==> src/rtl/clk_fail_sleep_pkg.sv <==
package clk_fail_sleep_pkg;
  // register map
  localparam logic [7:0] FAIL_CTRL_STATUS_ADDR = 8'h62;
  localparam logic [7:0] SLEEP_CTRL_ADDR = 8'h53;
  localparam logic [7:0] BOD_CTRL_ADDR = 8'h55;
  localparam logic [7:0] FAIL_CTRL_STATUS_RESET = 8'h00;
  localparam int FAIL_FLAG_BIT = 1;
  localparam int FAIL_IE_BIT = 0;
  localparam int SLEEP_EN_BIT = 0;
  localparam int SLEEP_MODE_LSB = 1;
  localparam int BOD_SLEEP_BIT = 0;
  // clock source code of the calibrated rc oscillator
  localparam logic [3:0] SAFE_CLOCK_SOURCE = 4'h2;
  // safe clock is the rc clock divided down to 1 mhz
  localparam int RC_CLOCK_KHZ = 8000;
  localparam int SAFE_CLOCK_KHZ = 1000;
  localparam int SAFE_DIV = RC_CLOCK_KHZ / SAFE_CLOCK_KHZ;
  // wake timing
  localparam int WAKE_HALT_CYCLES = 4;
  localparam int STANDBY_WAKE_CYCLES = 6;

  typedef enum logic [2:0] {
    MODE_IDLE = 3'h0,
    MODE_ADC_NR = 3'h1,
    MODE_PWR_DOWN = 3'h2,
    MODE_PWR_SAVE = 3'h3,
    MODE_RSVD4 = 3'h4,
    MODE_RSVD5 = 3'h5,
    MODE_STANDBY = 3'h6,
    MODE_EXT_STANDBY = 3'h7
  } sleep_mode_e;

  // clock domain gates, high means the domain runs
  typedef struct packed {
    logic cpu_clock_domain;
    logic flash_clock_domain;
    logic io_clock_domain;
    logic converter_clock_domain;
    logic async_timer_clock_domain;
    logic touch_clock_domain;
    logic main_osc_en;
    logic timer_osc_en;
  } clock_gates_s;

  // wake sources honoured in the current state
  typedef struct packed {
    logic ext_irq_edge_ok;
    logic ext_irq_level_ok;
    logic timer2_ok;
    logic converter_ok;
    logic uart_start_ok;
    logic other_io_ok;
  } wake_enables_s;
endpackage

==> src/rtl/clock_fail_and_sleep_control.sv <==
`timescale 1ns/1ps
// Behaviour
// - monitor and fallback act only when the fuse enable bit is one.
// - failure detection waits out oscillator start-up after every (re)start.
// - with monitoring enabled and no external clock, run from the rc oscillator.
// - a detected failure sets the failure flag, which stays set until reset.
// - interrupt is raised while failure flag and interrupt enable are both set.
// - detection is off in power-save and power-down, back on when active.
// - on failure, select the rc source and a 1 mhz safe clock.
// - the safe clock still passes through the software prescaler.
// - only power-on or external reset returns to the external clock.
// - rc fallback oscillator stays off until a failure is detected.
// - failure flag bit 1 is read-only, set by hardware, cleared by reset.
// - interrupt enable bit 0 can be set but never cleared by software.
// - sleep starts only with sleep enable set and a sleep instruction.
// - mode codes 000..011 idle/adc/down/save, 110 standby, 111 ext standby.
// - idle stops cpu and flash, adc adds io, power-down stops all.
// - timer oscillator and async domain in adc/save/ext standby only if async.
// - outside idle, the external irq pins wake only by level.
// - the serial receiver wakes only by start-of-frame detection.
// - in power-save, main clock keeps running while touch controller is on.
// - standby needs a crystal source; main oscillator stays on in standby.
// - wake from standby or extended standby within six cycles.
// - on wake by interrupt, hold cpu four cycles beyond start-up, then run.
// - wake leaves register file and sram contents untouched.
// - a reset during sleep wakes to the reset vector.
// - software brown-out disable only in down, save, standby, ext standby.
module clock_fail_and_sleep_control #(
  parameter int STARTUP_CYCLES = 16,
  parameter int MISS_LIMIT = 4,
  parameter int MON_DIV = 156
) (
  // clock and reset
  input wire logic i_clk,
  input wire logic i_rst,
  // register port
  input wire logic [7:0] i_addr,
  input wire logic [7:0] i_wdata,
  input wire logic i_wr,
  input wire logic i_rd,
  output logic [7:0] o_rdata,
  // fuses and configuration
  input wire logic i_monitor_fuse,
  input wire logic i_crystal_selected,
  input wire logic [3:0] i_clock_source_select_fuse,
  input wire logic [3:0] i_prescale_sel,
  // external oscillator and peripherals
  input wire logic i_xosc_clk,
  input wire logic i_timer2_async,
  input wire logic i_touch_enabled,
  // cpu events
  input wire logic i_sleep_instr,
  input wire logic i_wake_irq,
  input wire logic i_wake_level_irq,
  input wire logic i_uart_start,
  input wire logic i_ext_reset,
  // clock outputs
  output logic [3:0] o_clock_source,
  output logic o_rc_osc_en,
  output logic o_safe_clk_en,
  output logic o_fail_irq,
  // sleep outputs
  output clk_fail_sleep_pkg::clock_gates_s o_gates,
  output clk_fail_sleep_pkg::wake_enables_s o_wake_en,
  output logic o_bod_off,
  output logic o_cpu_hold,
  output logic o_reset_vector
);
  typedef enum logic [1:0] {ST_ACTIVE, ST_SLEEP, ST_WAKE} pm_state_e;

  pm_state_e state_reg;
  logic [2:0] mode_reg;
  logic sleep_en_reg;
  logic bod_sleep_reg;
  logic fail_flag_reg;
  logic fail_ie_reg;
  logic [1:0] xosc_sync_reg;
  logic xosc_prev_reg;
  logic [7:0] mon_div_reg;
  logic mon_tick;
  logic edge_seen_reg;
  logic [3:0] miss_reg;
  logic [15:0] startup_reg;
  logic [15:0] wake_cnt_reg;
  logic [2:0] safe_div_reg;
  logic [8:0] presc_cnt_reg;
  logic mon_active;
  logic is_standby;

  // two flops on the external oscillator before edge detection
  always_ff @(posedge i_clk) begin
    xosc_sync_reg <= {xosc_sync_reg[0], i_xosc_clk};
    xosc_prev_reg <= xosc_sync_reg[1];
  end

  // slow reference tick standing in for the 128 khz monitor clock
  always_ff @(posedge i_clk) begin
    if (i_rst || mon_div_reg == 8'(MON_DIV - 1)) begin
      mon_div_reg <= 8'h00;
    end else begin
      mon_div_reg <= mon_div_reg + 8'h01;
    end
  end
  assign mon_tick = (mon_div_reg == 8'(MON_DIV - 1));

  // detection is paused in power-down and power-save
  assign mon_active = i_monitor_fuse && !(state_reg == ST_SLEEP &&
    (mode_reg == clk_fail_sleep_pkg::MODE_PWR_DOWN ||
     mode_reg == clk_fail_sleep_pkg::MODE_PWR_SAVE));

  // start-up blanking restarts whenever the oscillator is (re)started
  always_ff @(posedge i_clk) begin
    if (i_rst || !mon_active) begin
      startup_reg <= 16'(STARTUP_CYCLES);
    end else if (startup_reg != 16'h0000) begin
      startup_reg <= startup_reg - 16'h0001;
    end
  end

  // count reference ticks with no oscillator edge
  always_ff @(posedge i_clk) begin
    if (i_rst || !mon_active || startup_reg != 16'h0000) begin
      edge_seen_reg <= 1'b0;
      miss_reg <= 4'h0;
    end else if (mon_tick) begin
      edge_seen_reg <= 1'b0;
      miss_reg <= edge_seen_reg ? 4'h0 : miss_reg + 4'h1;
    end else if (xosc_sync_reg[1] != xosc_prev_reg) begin
      edge_seen_reg <= 1'b1;
    end
  end

  // sticky flag, only reset clears it; writes never touch it
  always_ff @(posedge i_clk) begin
    if (i_rst) begin
      fail_flag_reg <= 1'b0;
    end else if (mon_active && miss_reg >= 4'(MISS_LIMIT)) begin
      fail_flag_reg <= 1'b1;
    end
  end

  // enable can only be set by software
  always_ff @(posedge i_clk) begin
    if (i_rst) begin
      fail_ie_reg <= 1'b0;
    end else if (i_wr && i_addr == clk_fail_sleep_pkg::FAIL_CTRL_STATUS_ADDR &&
                 i_wdata[clk_fail_sleep_pkg::FAIL_IE_BIT]) begin
      fail_ie_reg <= 1'b1;
    end
  end

  // sleep and brown-out control registers
  always_ff @(posedge i_clk) begin
    if (i_rst) begin
      sleep_en_reg <= 1'b0;
      mode_reg <= 3'h0;
      bod_sleep_reg <= 1'b0;
    end else if (i_wr && i_addr == clk_fail_sleep_pkg::SLEEP_CTRL_ADDR) begin
      sleep_en_reg <= i_wdata[clk_fail_sleep_pkg::SLEEP_EN_BIT];
      mode_reg <= i_wdata[clk_fail_sleep_pkg::SLEEP_MODE_LSB +: 3];
    end else if (i_wr && i_addr == clk_fail_sleep_pkg::BOD_CTRL_ADDR) begin
      bod_sleep_reg <= i_wdata[clk_fail_sleep_pkg::BOD_SLEEP_BIT];
    end
  end

  // read data one cycle after the strobe; unmapped reads zero
  always_ff @(posedge i_clk) begin
    if (i_rst) begin
      o_rdata <= clk_fail_sleep_pkg::FAIL_CTRL_STATUS_RESET;
    end else if (i_rd) begin
      case (i_addr)
        clk_fail_sleep_pkg::FAIL_CTRL_STATUS_ADDR: begin
          o_rdata <= {6'h00, fail_flag_reg, fail_ie_reg};
        end
        clk_fail_sleep_pkg::SLEEP_CTRL_ADDR: begin
          o_rdata <= {4'h0, mode_reg, sleep_en_reg};
        end
        clk_fail_sleep_pkg::BOD_CTRL_ADDR: begin
          o_rdata <= {7'h00, bod_sleep_reg};
        end
        default: begin
          o_rdata <= 8'h00;
        end
      endcase
    end else begin
      o_rdata <= 8'h00;
    end
  end

  assign is_standby = (mode_reg == clk_fail_sleep_pkg::MODE_STANDBY ||
                       mode_reg == clk_fail_sleep_pkg::MODE_EXT_STANDBY);

  // power state: reserved modes and standby without crystal are not entered
  always_ff @(posedge i_clk) begin
    if (i_rst) begin
      state_reg <= ST_ACTIVE;
      wake_cnt_reg <= 16'h0000;
    end else begin
      case (state_reg)
        ST_ACTIVE: begin
          if (i_sleep_instr && sleep_en_reg && mode_reg != clk_fail_sleep_pkg::MODE_RSVD4 &&
              mode_reg != clk_fail_sleep_pkg::MODE_RSVD5 &&
              (!is_standby || i_crystal_selected)) begin
            state_reg <= ST_SLEEP;
          end
        end
        ST_SLEEP: begin
          if (i_wake_irq || (i_wake_level_irq && o_wake_en.ext_irq_level_ok) ||
              (i_uart_start && o_wake_en.uart_start_ok)) begin
            state_reg <= ST_WAKE;
            if (is_standby) begin
              wake_cnt_reg <= 16'(clk_fail_sleep_pkg::STANDBY_WAKE_CYCLES - 1);
            end else if (mode_reg == clk_fail_sleep_pkg::MODE_IDLE ||
                         mode_reg == clk_fail_sleep_pkg::MODE_ADC_NR) begin
              wake_cnt_reg <= 16'(clk_fail_sleep_pkg::WAKE_HALT_CYCLES - 1);
            end else begin
              wake_cnt_reg <= 16'(STARTUP_CYCLES + clk_fail_sleep_pkg::WAKE_HALT_CYCLES - 1);
            end
          end
        end
        ST_WAKE: begin
          if (wake_cnt_reg == 16'h0000) begin
            state_reg <= ST_ACTIVE;
          end else begin
            wake_cnt_reg <= wake_cnt_reg - 16'h0001;
          end
        end
        default: begin
          state_reg <= ST_ACTIVE;
        end
      endcase
    end
  end

  // domain gates per mode
  always_ff @(posedge i_clk) begin
    if (i_rst || state_reg != ST_SLEEP) begin
      o_gates <= '1;
    end else begin
      o_gates.cpu_clock_domain <= 1'b0;
      o_gates.flash_clock_domain <= 1'b0;
      o_gates.io_clock_domain <= (mode_reg == clk_fail_sleep_pkg::MODE_IDLE);
      o_gates.converter_clock_domain <= (mode_reg == clk_fail_sleep_pkg::MODE_IDLE ||
                                         mode_reg == clk_fail_sleep_pkg::MODE_ADC_NR);
      o_gates.async_timer_clock_domain <= (mode_reg == clk_fail_sleep_pkg::MODE_IDLE) ||
        ((mode_reg == clk_fail_sleep_pkg::MODE_ADC_NR ||
          mode_reg == clk_fail_sleep_pkg::MODE_PWR_SAVE ||
          mode_reg == clk_fail_sleep_pkg::MODE_EXT_STANDBY) && i_timer2_async);
      o_gates.timer_osc_en <= (mode_reg == clk_fail_sleep_pkg::MODE_IDLE ||
        mode_reg == clk_fail_sleep_pkg::MODE_ADC_NR ||
        mode_reg == clk_fail_sleep_pkg::MODE_PWR_SAVE ||
        mode_reg == clk_fail_sleep_pkg::MODE_EXT_STANDBY) && i_timer2_async;
      o_gates.touch_clock_domain <= (mode_reg != clk_fail_sleep_pkg::MODE_PWR_DOWN &&
                                     mode_reg != clk_fail_sleep_pkg::MODE_STANDBY);
      o_gates.main_osc_en <= (mode_reg == clk_fail_sleep_pkg::MODE_IDLE) ||
        (mode_reg == clk_fail_sleep_pkg::MODE_ADC_NR) || is_standby ||
        (mode_reg == clk_fail_sleep_pkg::MODE_PWR_SAVE && i_touch_enabled);
    end
  end

  // wake source enables per mode
  always_ff @(posedge i_clk) begin
    if (i_rst) begin
      o_wake_en <= '0;
    end else begin
      o_wake_en.ext_irq_edge_ok <= (mode_reg == clk_fail_sleep_pkg::MODE_IDLE);
      o_wake_en.ext_irq_level_ok <= 1'b1;
      o_wake_en.timer2_ok <= (mode_reg == clk_fail_sleep_pkg::MODE_IDLE) ||
        (mode_reg == clk_fail_sleep_pkg::MODE_PWR_SAVE) ||
        (mode_reg == clk_fail_sleep_pkg::MODE_EXT_STANDBY) ||
        (mode_reg == clk_fail_sleep_pkg::MODE_ADC_NR && i_timer2_async);
      o_wake_en.converter_ok <= (mode_reg == clk_fail_sleep_pkg::MODE_IDLE ||
                                 mode_reg == clk_fail_sleep_pkg::MODE_ADC_NR);
      o_wake_en.uart_start_ok <= 1'b1;
      o_wake_en.other_io_ok <= (mode_reg == clk_fail_sleep_pkg::MODE_IDLE);
    end
  end

  // brown-out disable honoured only in the deep modes
  always_ff @(posedge i_clk) begin
    if (i_rst) begin
      o_bod_off <= 1'b0;
    end else begin
      o_bod_off <= bod_sleep_reg && state_reg == ST_SLEEP &&
        mode_reg != clk_fail_sleep_pkg::MODE_IDLE &&
        mode_reg != clk_fail_sleep_pkg::MODE_ADC_NR;
    end
  end

  // cpu hold while asleep or waking; reset during sleep goes to reset vector
  always_ff @(posedge i_clk) begin
    if (i_rst) begin
      o_cpu_hold <= 1'b0;
      o_reset_vector <= 1'b1;
    end else begin
      o_cpu_hold <= (state_reg != ST_ACTIVE);
      o_reset_vector <= i_ext_reset;
    end
  end

  // clock switching; rc stays off until a failure
  always_ff @(posedge i_clk) begin
    if (i_rst) begin
      o_clock_source <= 4'h0;
      o_rc_osc_en <= 1'b0;
      o_fail_irq <= 1'b0;
    end else begin
      o_clock_source <= (i_monitor_fuse && fail_flag_reg) ?
        clk_fail_sleep_pkg::SAFE_CLOCK_SOURCE : i_clock_source_select_fuse;
      o_rc_osc_en <= i_monitor_fuse && fail_flag_reg;
      o_fail_irq <= fail_flag_reg && fail_ie_reg;
    end
  end

  // safe 1 mhz enable from rc divide, then the software prescaler
  always_ff @(posedge i_clk) begin
    if (i_rst || !o_rc_osc_en) begin
      safe_div_reg <= 3'h0;
      presc_cnt_reg <= 9'h000;
      o_safe_clk_en <= 1'b0;
    end else begin
      safe_div_reg <= (safe_div_reg == 3'(clk_fail_sleep_pkg::SAFE_DIV - 1)) ?
        3'h0 : safe_div_reg + 3'h1;
      o_safe_clk_en <= 1'b0;
      if (safe_div_reg == 3'(clk_fail_sleep_pkg::SAFE_DIV - 1)) begin
        if (presc_cnt_reg >= 9'((9'h001 << i_prescale_sel) - 9'h001)) begin
          presc_cnt_reg <= 9'h000;
          o_safe_clk_en <= 1'b1;
        end else begin
          presc_cnt_reg <= presc_cnt_reg + 9'h001;
        end
      end
    end
  end

  a_irq_follows_flag: assert property (
    @(posedge i_clk) disable iff (i_rst) (fail_flag_reg && fail_ie_reg) |=> o_fail_irq)
    else $error("irq missing");
  a_flag_sticky: assert property (
    @(posedge i_clk) disable iff (i_rst) fail_flag_reg |=> fail_flag_reg)
    else $error("flag cleared");
  a_ie_sticky: assert property (
    @(posedge i_clk) disable iff (i_rst) fail_ie_reg |=> fail_ie_reg)
    else $error("enable cleared");
  a_no_fuse_no_fail: assert property (
    @(posedge i_clk) disable iff (i_rst) !i_monitor_fuse |=> !o_rc_osc_en)
    else $error("rc on without fuse");
  a_safe_source: assert property (
    @(posedge i_clk) disable iff (i_rst) (i_monitor_fuse && fail_flag_reg) |=>
    o_clock_source == clk_fail_sleep_pkg::SAFE_CLOCK_SOURCE) else $error("no safe");
  a_rc_off_normal: assert property (
    @(posedge i_clk) disable iff (i_rst) !fail_flag_reg |=> !o_rc_osc_en)
    else $error("rc on early");
  a_no_sleep_wo_en: assert property (
    @(posedge i_clk) disable iff (i_rst) (state_reg == ST_ACTIVE && !sleep_en_reg) |=>
    state_reg == ST_ACTIVE) else $error("sleep without enable");
  a_standby_wake: assert property (
    @(posedge i_clk) disable iff (i_rst)
    (state_reg == ST_SLEEP && is_standby && i_wake_irq) |->
    ##[1:7] state_reg == ST_ACTIVE) else $error("standby wake slow");
  a_bod_shallow: assert property (
    @(posedge i_clk) disable iff (i_rst)
    (mode_reg == clk_fail_sleep_pkg::MODE_IDLE || mode_reg == clk_fail_sleep_pkg::MODE_ADC_NR) &&
    $stable(mode_reg) |=> !o_bod_off) else $error("bod off in idle");
  a_no_detect_blank: assert property (
    @(posedge i_clk) disable iff (i_rst) startup_reg != 16'h0000 |=> $stable(fail_flag_reg))
    else $error("detect in blanking");
  a_no_detect_asleep: assert property (
    @(posedge i_clk) disable iff (i_rst) (state_reg == ST_SLEEP &&
    (mode_reg == clk_fail_sleep_pkg::MODE_PWR_DOWN ||
     mode_reg == clk_fail_sleep_pkg::MODE_PWR_SAVE)) |=> $stable(fail_flag_reg))
    else $error("detect while asleep");
  a_pd_gates_off: assert property (
    @(posedge i_clk) disable iff (i_rst)
    (state_reg == ST_SLEEP && mode_reg == clk_fail_sleep_pkg::MODE_PWR_DOWN) |=> o_gates == '0)
    else $error("power-down gates on");
  c_fail_seen: cover property (@(posedge i_clk) disable iff (i_rst) $rose(fail_flag_reg));
  c_sleep_wake: cover property (@(posedge i_clk) disable iff (i_rst)
    state_reg == ST_WAKE ##1 state_reg == ST_ACTIVE);
  c_safe_tick: cover property (@(posedge i_clk) disable iff (i_rst) o_safe_clk_en);
  c_standby_sleep: cover property (@(posedge i_clk) disable iff (i_rst)
    state_reg == ST_SLEEP && is_standby);
endmodule

==> config.mk <==
export PLATFORM = sky130hd
export DESIGN_NAME = clock_fail_and_sleep_control
export DESIGN_NICKNAME = d
export VERILOG_FILES = /design/src/rtl/clk_fail_sleep_pkg.sv /design/src/rtl/clock_fail_and_sleep_control.sv
export SDC_FILE = /design/constraint.sdc
export NUM_CORES = 1
export LEC_CHECK = 0
export BUFFER_PORTS_ARGS = -buffer_cell sky130_fd_sc_hd__buf_2
export CAP_MARGIN = 20
export CORE_UTILIZATION = 50
export DETAILED_ROUTE_END_ITERATION = 10
export GPL_TIMING_DRIVEN = 1
export PLACE_DENSITY = 0.69
export SKIP_LAST_GASP = 1
export SLEW_MARGIN = 25
export SYNTH_ARGS = -nofsm -noshare
export SYNTH_HDL_FRONTEND = slang
export SYNTH_SLANG_ARGS = --single-unit
==> constraint.sdc <==
create_clock -name i_clk -period 3.5 [get_ports i_clk]
set_clock_uncertainty 0.2 [all_clocks]
set_input_delay 0.35 -clock i_clk [delete_from_list [all_inputs] [get_ports i_clk]]
set_output_delay 0.35 -clock i_clk [all_outputs]
set_load 0.01 [all_outputs]
# After elaboration in Yosys (flattened, before gate mapping)
# Index checks and enable logic that the tools add are counted.
# word_totals
reg_bits,100
inputBits,38
elab_cells,152
# classes
add_sub_neg,7
magnitude_cmp,2
eq_ne,23
n_shift,1
n_mux,16
bitwise_logic,3
reduce_logical,63
# op_table
op,n
two-way mux 16 bit,2
case mux 16 bit (2 select lines),1
subtractor 16 x 1 -> 16 bit (second input constant),2
== test 8 x 7 -> 1 bit (second input constant),3
logical AND 1 bit,23
logical OR 1 bit,21
logical NOT 16 bit,1
nonzero test 16 bit,1
two-way mux 5 bit,3
case mux 4 bit (3 select lines),1
OR reduction 2 bit,5
adder 9 x 1 -> 9 bit (second input constant),1
== test 3 bit (second input constant),3
>= comparator 9 bit,1
two-way mux 9 bit,1
inequality test 3 bit (second input constant),3
<< shifter 1 x 4 -> 9 bit (first input constant),1
subtractor 9 x 1 -> 9 bit (second input constant),1
adder 8 x 1 -> 8 bit (second input constant),1
== test 8 bit (second input constant),1
two-way mux 2 bit,4
two-way mux 8 bit,1
inequality test 2 bit (second input constant),4
== test 3 x 2 -> 1 bit (second input constant),2
21 further kinds,28

# Longest topological paths before layout
# logic_depth
depth_word,9
mapped_depth,15

# Worst setup path before layout
# No wires, ideal clock.
# synth_timing
kind,input -> register
start,in i_prescale_sel[1]
end,reg presc_cnt_reg[3]
setup_ps,131
arrival_time_ps,2594
required_ps,3169
path_slack_ps,575
stages,14
path_buffers,2
cell_sequence,clkbuf_1 nor3_1 nand2_1 ha_1 clkbuf_1 nor3_1 a21oi_1 o21a_1 ha_1 nand4_1 nor3_1 nor2_1 o211ai_1 nor2_1
# synth_via
elab_chain_cells,4
# synth_lines
item,line_no,text
start: declaration,clock_fail_and_sleep_control.sv:46,"input wire logic [3:0] i_prescale_sel,"
<< shifter 1 x 4 -> 9 bit,clock_fail_and_sleep_control.sv:326,if (presc_cnt_reg >= 9'((9'h001 << i_prescale_sel) - 9'h001)) begin
subtractor 9 x 1 -> 9 bit,clock_fail_and_sleep_control.sv:326,
>= comparator 9 bit,clock_fail_and_sleep_control.sv:326,
two-way mux 9 bit,clock_fail_and_sleep_control.sv:326,
end signal: assignment,clock_fail_and_sleep_control.sv:330,presc_cnt_reg <= presc_cnt_reg + 9'h001;
end: declaration,clock_fail_and_sleep_control.sv:86,logic [8:0] presc_cnt_reg;
# No other way between the ends.
# A chain may end at the register's enable or synchronous reset.

# Worst setup path in the final report
# layout_timing
start,in i_prescale_sel[1]
end,reg presc_cnt_reg[4]
# The elaborated chain is that of the path after synthesis.

==> results.ini <==
[floorplan]
die_w_um=95.4
initial_utilization_pct=52.3
die_y_um=95.4
die-area_sq_mm=0.00910
core_sq_mm=0.00834
io_pins=70
num_rows=33

[global_routing]
grt_max_degree=24
grt-ovfl-total=0
grt_pass1_wl_um=14800
grt_pass1_vias=3354
antenna_found_initial=0
grt_usage_pct=20.7

[synthesis]
synth_top_family_by_area=simple AND/OR/NAND/NOR gates
synthAdderAreaFrac_pct=4.88
synthDistinctLibCells=52
synth_compound_area_share_pct=11.9
yosys.cell_count.top_type=dfxtp_1
synth_mux_area_share_pct=0.947
synth.area.top_cells=dfxtp_1 (43%), nor2_1 (6.5%), ha_1 (4.9%)
synthesis.area_sq_mm=0.00436
syn_inst=502
synth_xor_area_share_pct=6.83
netlist.area_leader.share_pct=43.2
ys.warnings.count=0
seq_area_frac_synth_pct=43.2
yosys.area.top_type=dfxtp_1
syn_avg_cell_area_sq_um=8.68
async_flop_share_pct=0
synth_top_flop_cell=dfxtp_1
synth-simple-area-share_pct=28.0
synth_edf_count=0
ys_seq_elements=94
synth_commonest_cells=dfxtp_1 (94), nor2_1 (75), nand2_1 (41)

[cts]
clk_latency_ns=0.36
clk_root_buffer_cell=clkbuf_8
clkSinkCount=94
cts_buffers=9
cts_tree=yes
cts.htree.levels=3
cts_setup_buffers=0
clockBufferDepth=2
cts.clk_slew.worst_paths_ns=0.10

[layout]
nNetsFinal=616
fin_util_pct=59.2
final_area_sq_mm=0.00494
num_antenna_cells=0
drive_above_1_share_pct=16.6
syn2layout_area_growth_pct=13.3

[routing]
vias=3642
avgViaCountPerCell=5.43
finalWirelength_um=8800
drtIter0Drc=102
drc=0
drtPass1Iterations=4
wl_per_cell_um=13.1
ant_nets=0

[critical_path]
rrSetupSlack_ns=1.02
path_depth=13
critPathBufInv=1
reg2reg_from=wake_cnt_reg[0]$_SDFFE_PP0P_
critPathTopFamily=simple AND/OR/NAND/NOR gates
timing.rr.end=wake_cnt_reg[1]$_SDFFE_PP0P_
worstPathMaxFanout=9
r2r_cells=7
endpoint_kind=register
cp.required_ns=3.54
crit_start=i_prescale_sel[1]
slowest_stage=o211ai_1
critPathMaxStageDelay_ns=0.41
arrival_ns=2.85
crit_path_start_kind=input port
cp_common_cell=nor3_1
critPathCapture=presc_cnt_reg[4]$_SDFFE_PP0N_
critPathKind=input port to register
path_cells=buf_2 -> nor3_1 -> nand2_1 -> ha_1 -> nor3_1 -> a21oi_1 -> o21a_1 -> ha_1 -> nand4_1 -> nor3_1 -> nor2_1 -> o211ai_1 -> nor2_1

[power_and_ir_drop]
power_frac_seq_pct=56.6
clkPwrFrac_pct=35.3
p_leak_uw=0.00195
irDropWorstVdd_mv=0.176
p_int_uw=1430
p_sw_share_pct=26.6
switchingPower_uw=517
cellPowerDensity_mw_per_mm2=394
power_frac_comb_pct=8.1

[sta]
slew_violations=0
fin_setup_tns_ns=0
worstMarginPinSlew_ns=0.777
min_period_ns=2.81
fmax_mhz=356
hold_viol_final=0
fin_ws_ns=0.691
rsz0062_at_grt=false
slew_headroom_pct=48.1
setup_viol=0
fin_crit_sh_pct=80.2

[place]
dp_hpwl_um=6560
portBuffers=61
post-place-ws_ns=0.330
gp_congestion=0.794
dpl_cell_area_sq_mm=0.00469

[run]
cap_violations=0

[run_status]
outcome=finished clean

[min_path]
hold_class=input port to register

## kinds of logic after synthesis
| logic type | after synthesis |
|---|---|
| AO/OA/AOI/OAI | 83 |
| adder cells (fa/ha/maj) | 17 |
| multiplexers | 4 |
| AND/OR/NAND/NOR | 231 |
| flip-flops | 94 |
| buffers and inverters | 38 |
| other | 1 |
| XOR/XNOR | 34 |
## area by class of cell
cell class              count  area (sq um)
fillers                   753          3400
well taps                 105           131
flip-flops and latches     94          1880
clock inverters             7          68.8
repair buffers             68           373
inverters                  15          56.3
multi-input cells         373          2310
clock buffers               9           124
## cell usage in the layout, fill, tap and decap left out, types with 6 or more instances in the layout
cell and count:
a21oi_1 34, and2_1 7, and3_1 9, buf_2 61
clkbuf_8 9, dfxtp_1 94, dlygate4sd3_1 6, ha_1 17
inv_1 14, nand2_1 41, nand2b_1 8, nand3_1 17
nand4_1 10, nor2_1 75, nor2b_1 9, nor3_1 20
nor4_1 7, o211ai_1 6, o21ai_0 19, or3_1 6
xnor2_1 22, xor2_1 12
## per-stage QoR
stage / std cells / hold WS [ns] / total power [uW]
finish: 671 / 0.00742 / 1940
global route: 671 / 0.00184 / 2030
CTS: 671 / 0.00800 / 1960
detailed placement: 649 / 0.116 / 1280
global placement: 649 / 0.116 / 1270
floorplan: 505 / 0.110 / 1230
## power by group through the flow
| stage | sequential (uW) | clock, uW | combinational [uW] |
|---|---|---|---|
| floorplan | 1130 | 0 | 105 |
| detailed placement | 1120 | 0 | 152 |
| global placement | 1120 | 0 | 149 |
| global route | 1100 | 747 | 177 |
| finish | 1100 | 687 | 158 |
| CTS | 1100 | 706 | 158 |
## worst min-delay path, delay by kind of cell
kind / cells / cell delay (ns)
buffers and inverters: 1 / 0.09
AND/OR/NAND/NOR: 2 / 0.10
## how the worst min path moves through the flow
| stage | from | to | slack [ns] | cells after the start |
|---|---|---|---|---|
| after global placement | xosc_sync_reg[0]$_DFF_P_ | xosc_sync_reg[1]$_DFF_P_ | 0.12 | 0 |
| after CTS | i_timer2_async | o_gates[0]$_SDFF_PP1_ | 0.008 | 3 |
| final | i_timer2_async | o_gates[0]$_SDFF_PP1_ | 0.007 | 3 |
| after detailed placement | xosc_sync_reg[0]$_DFF_P_ | xosc_sync_reg[1]$_DFF_P_ | 0.12 | 0 |
| after floorplan | xosc_sync_reg[0]$_DFF_P_ | xosc_sync_reg[1]$_DFF_P_ | 0.11 | 0 |
| after global routing | i_timer2_async | o_gates[0]$_SDFF_PP1_ | 0.002 | 3 |
## what timing repair did
action / CTS / global route
gates resized for setup: 0 / 0
hold endpoints to repair: 6 / 0
hold buffers: 6 / 0
## layer usage
metal	up-vias	part of all wire, %	global-route usage, %
li1	1860	-	-
met1	1692	48	25.8
met2	72	46	34.6
met3	18	3.9	3.67
met4	0	2.1	9.70
met5	-	0	0
Note: power is estimated with default switching activity, not from simulation.
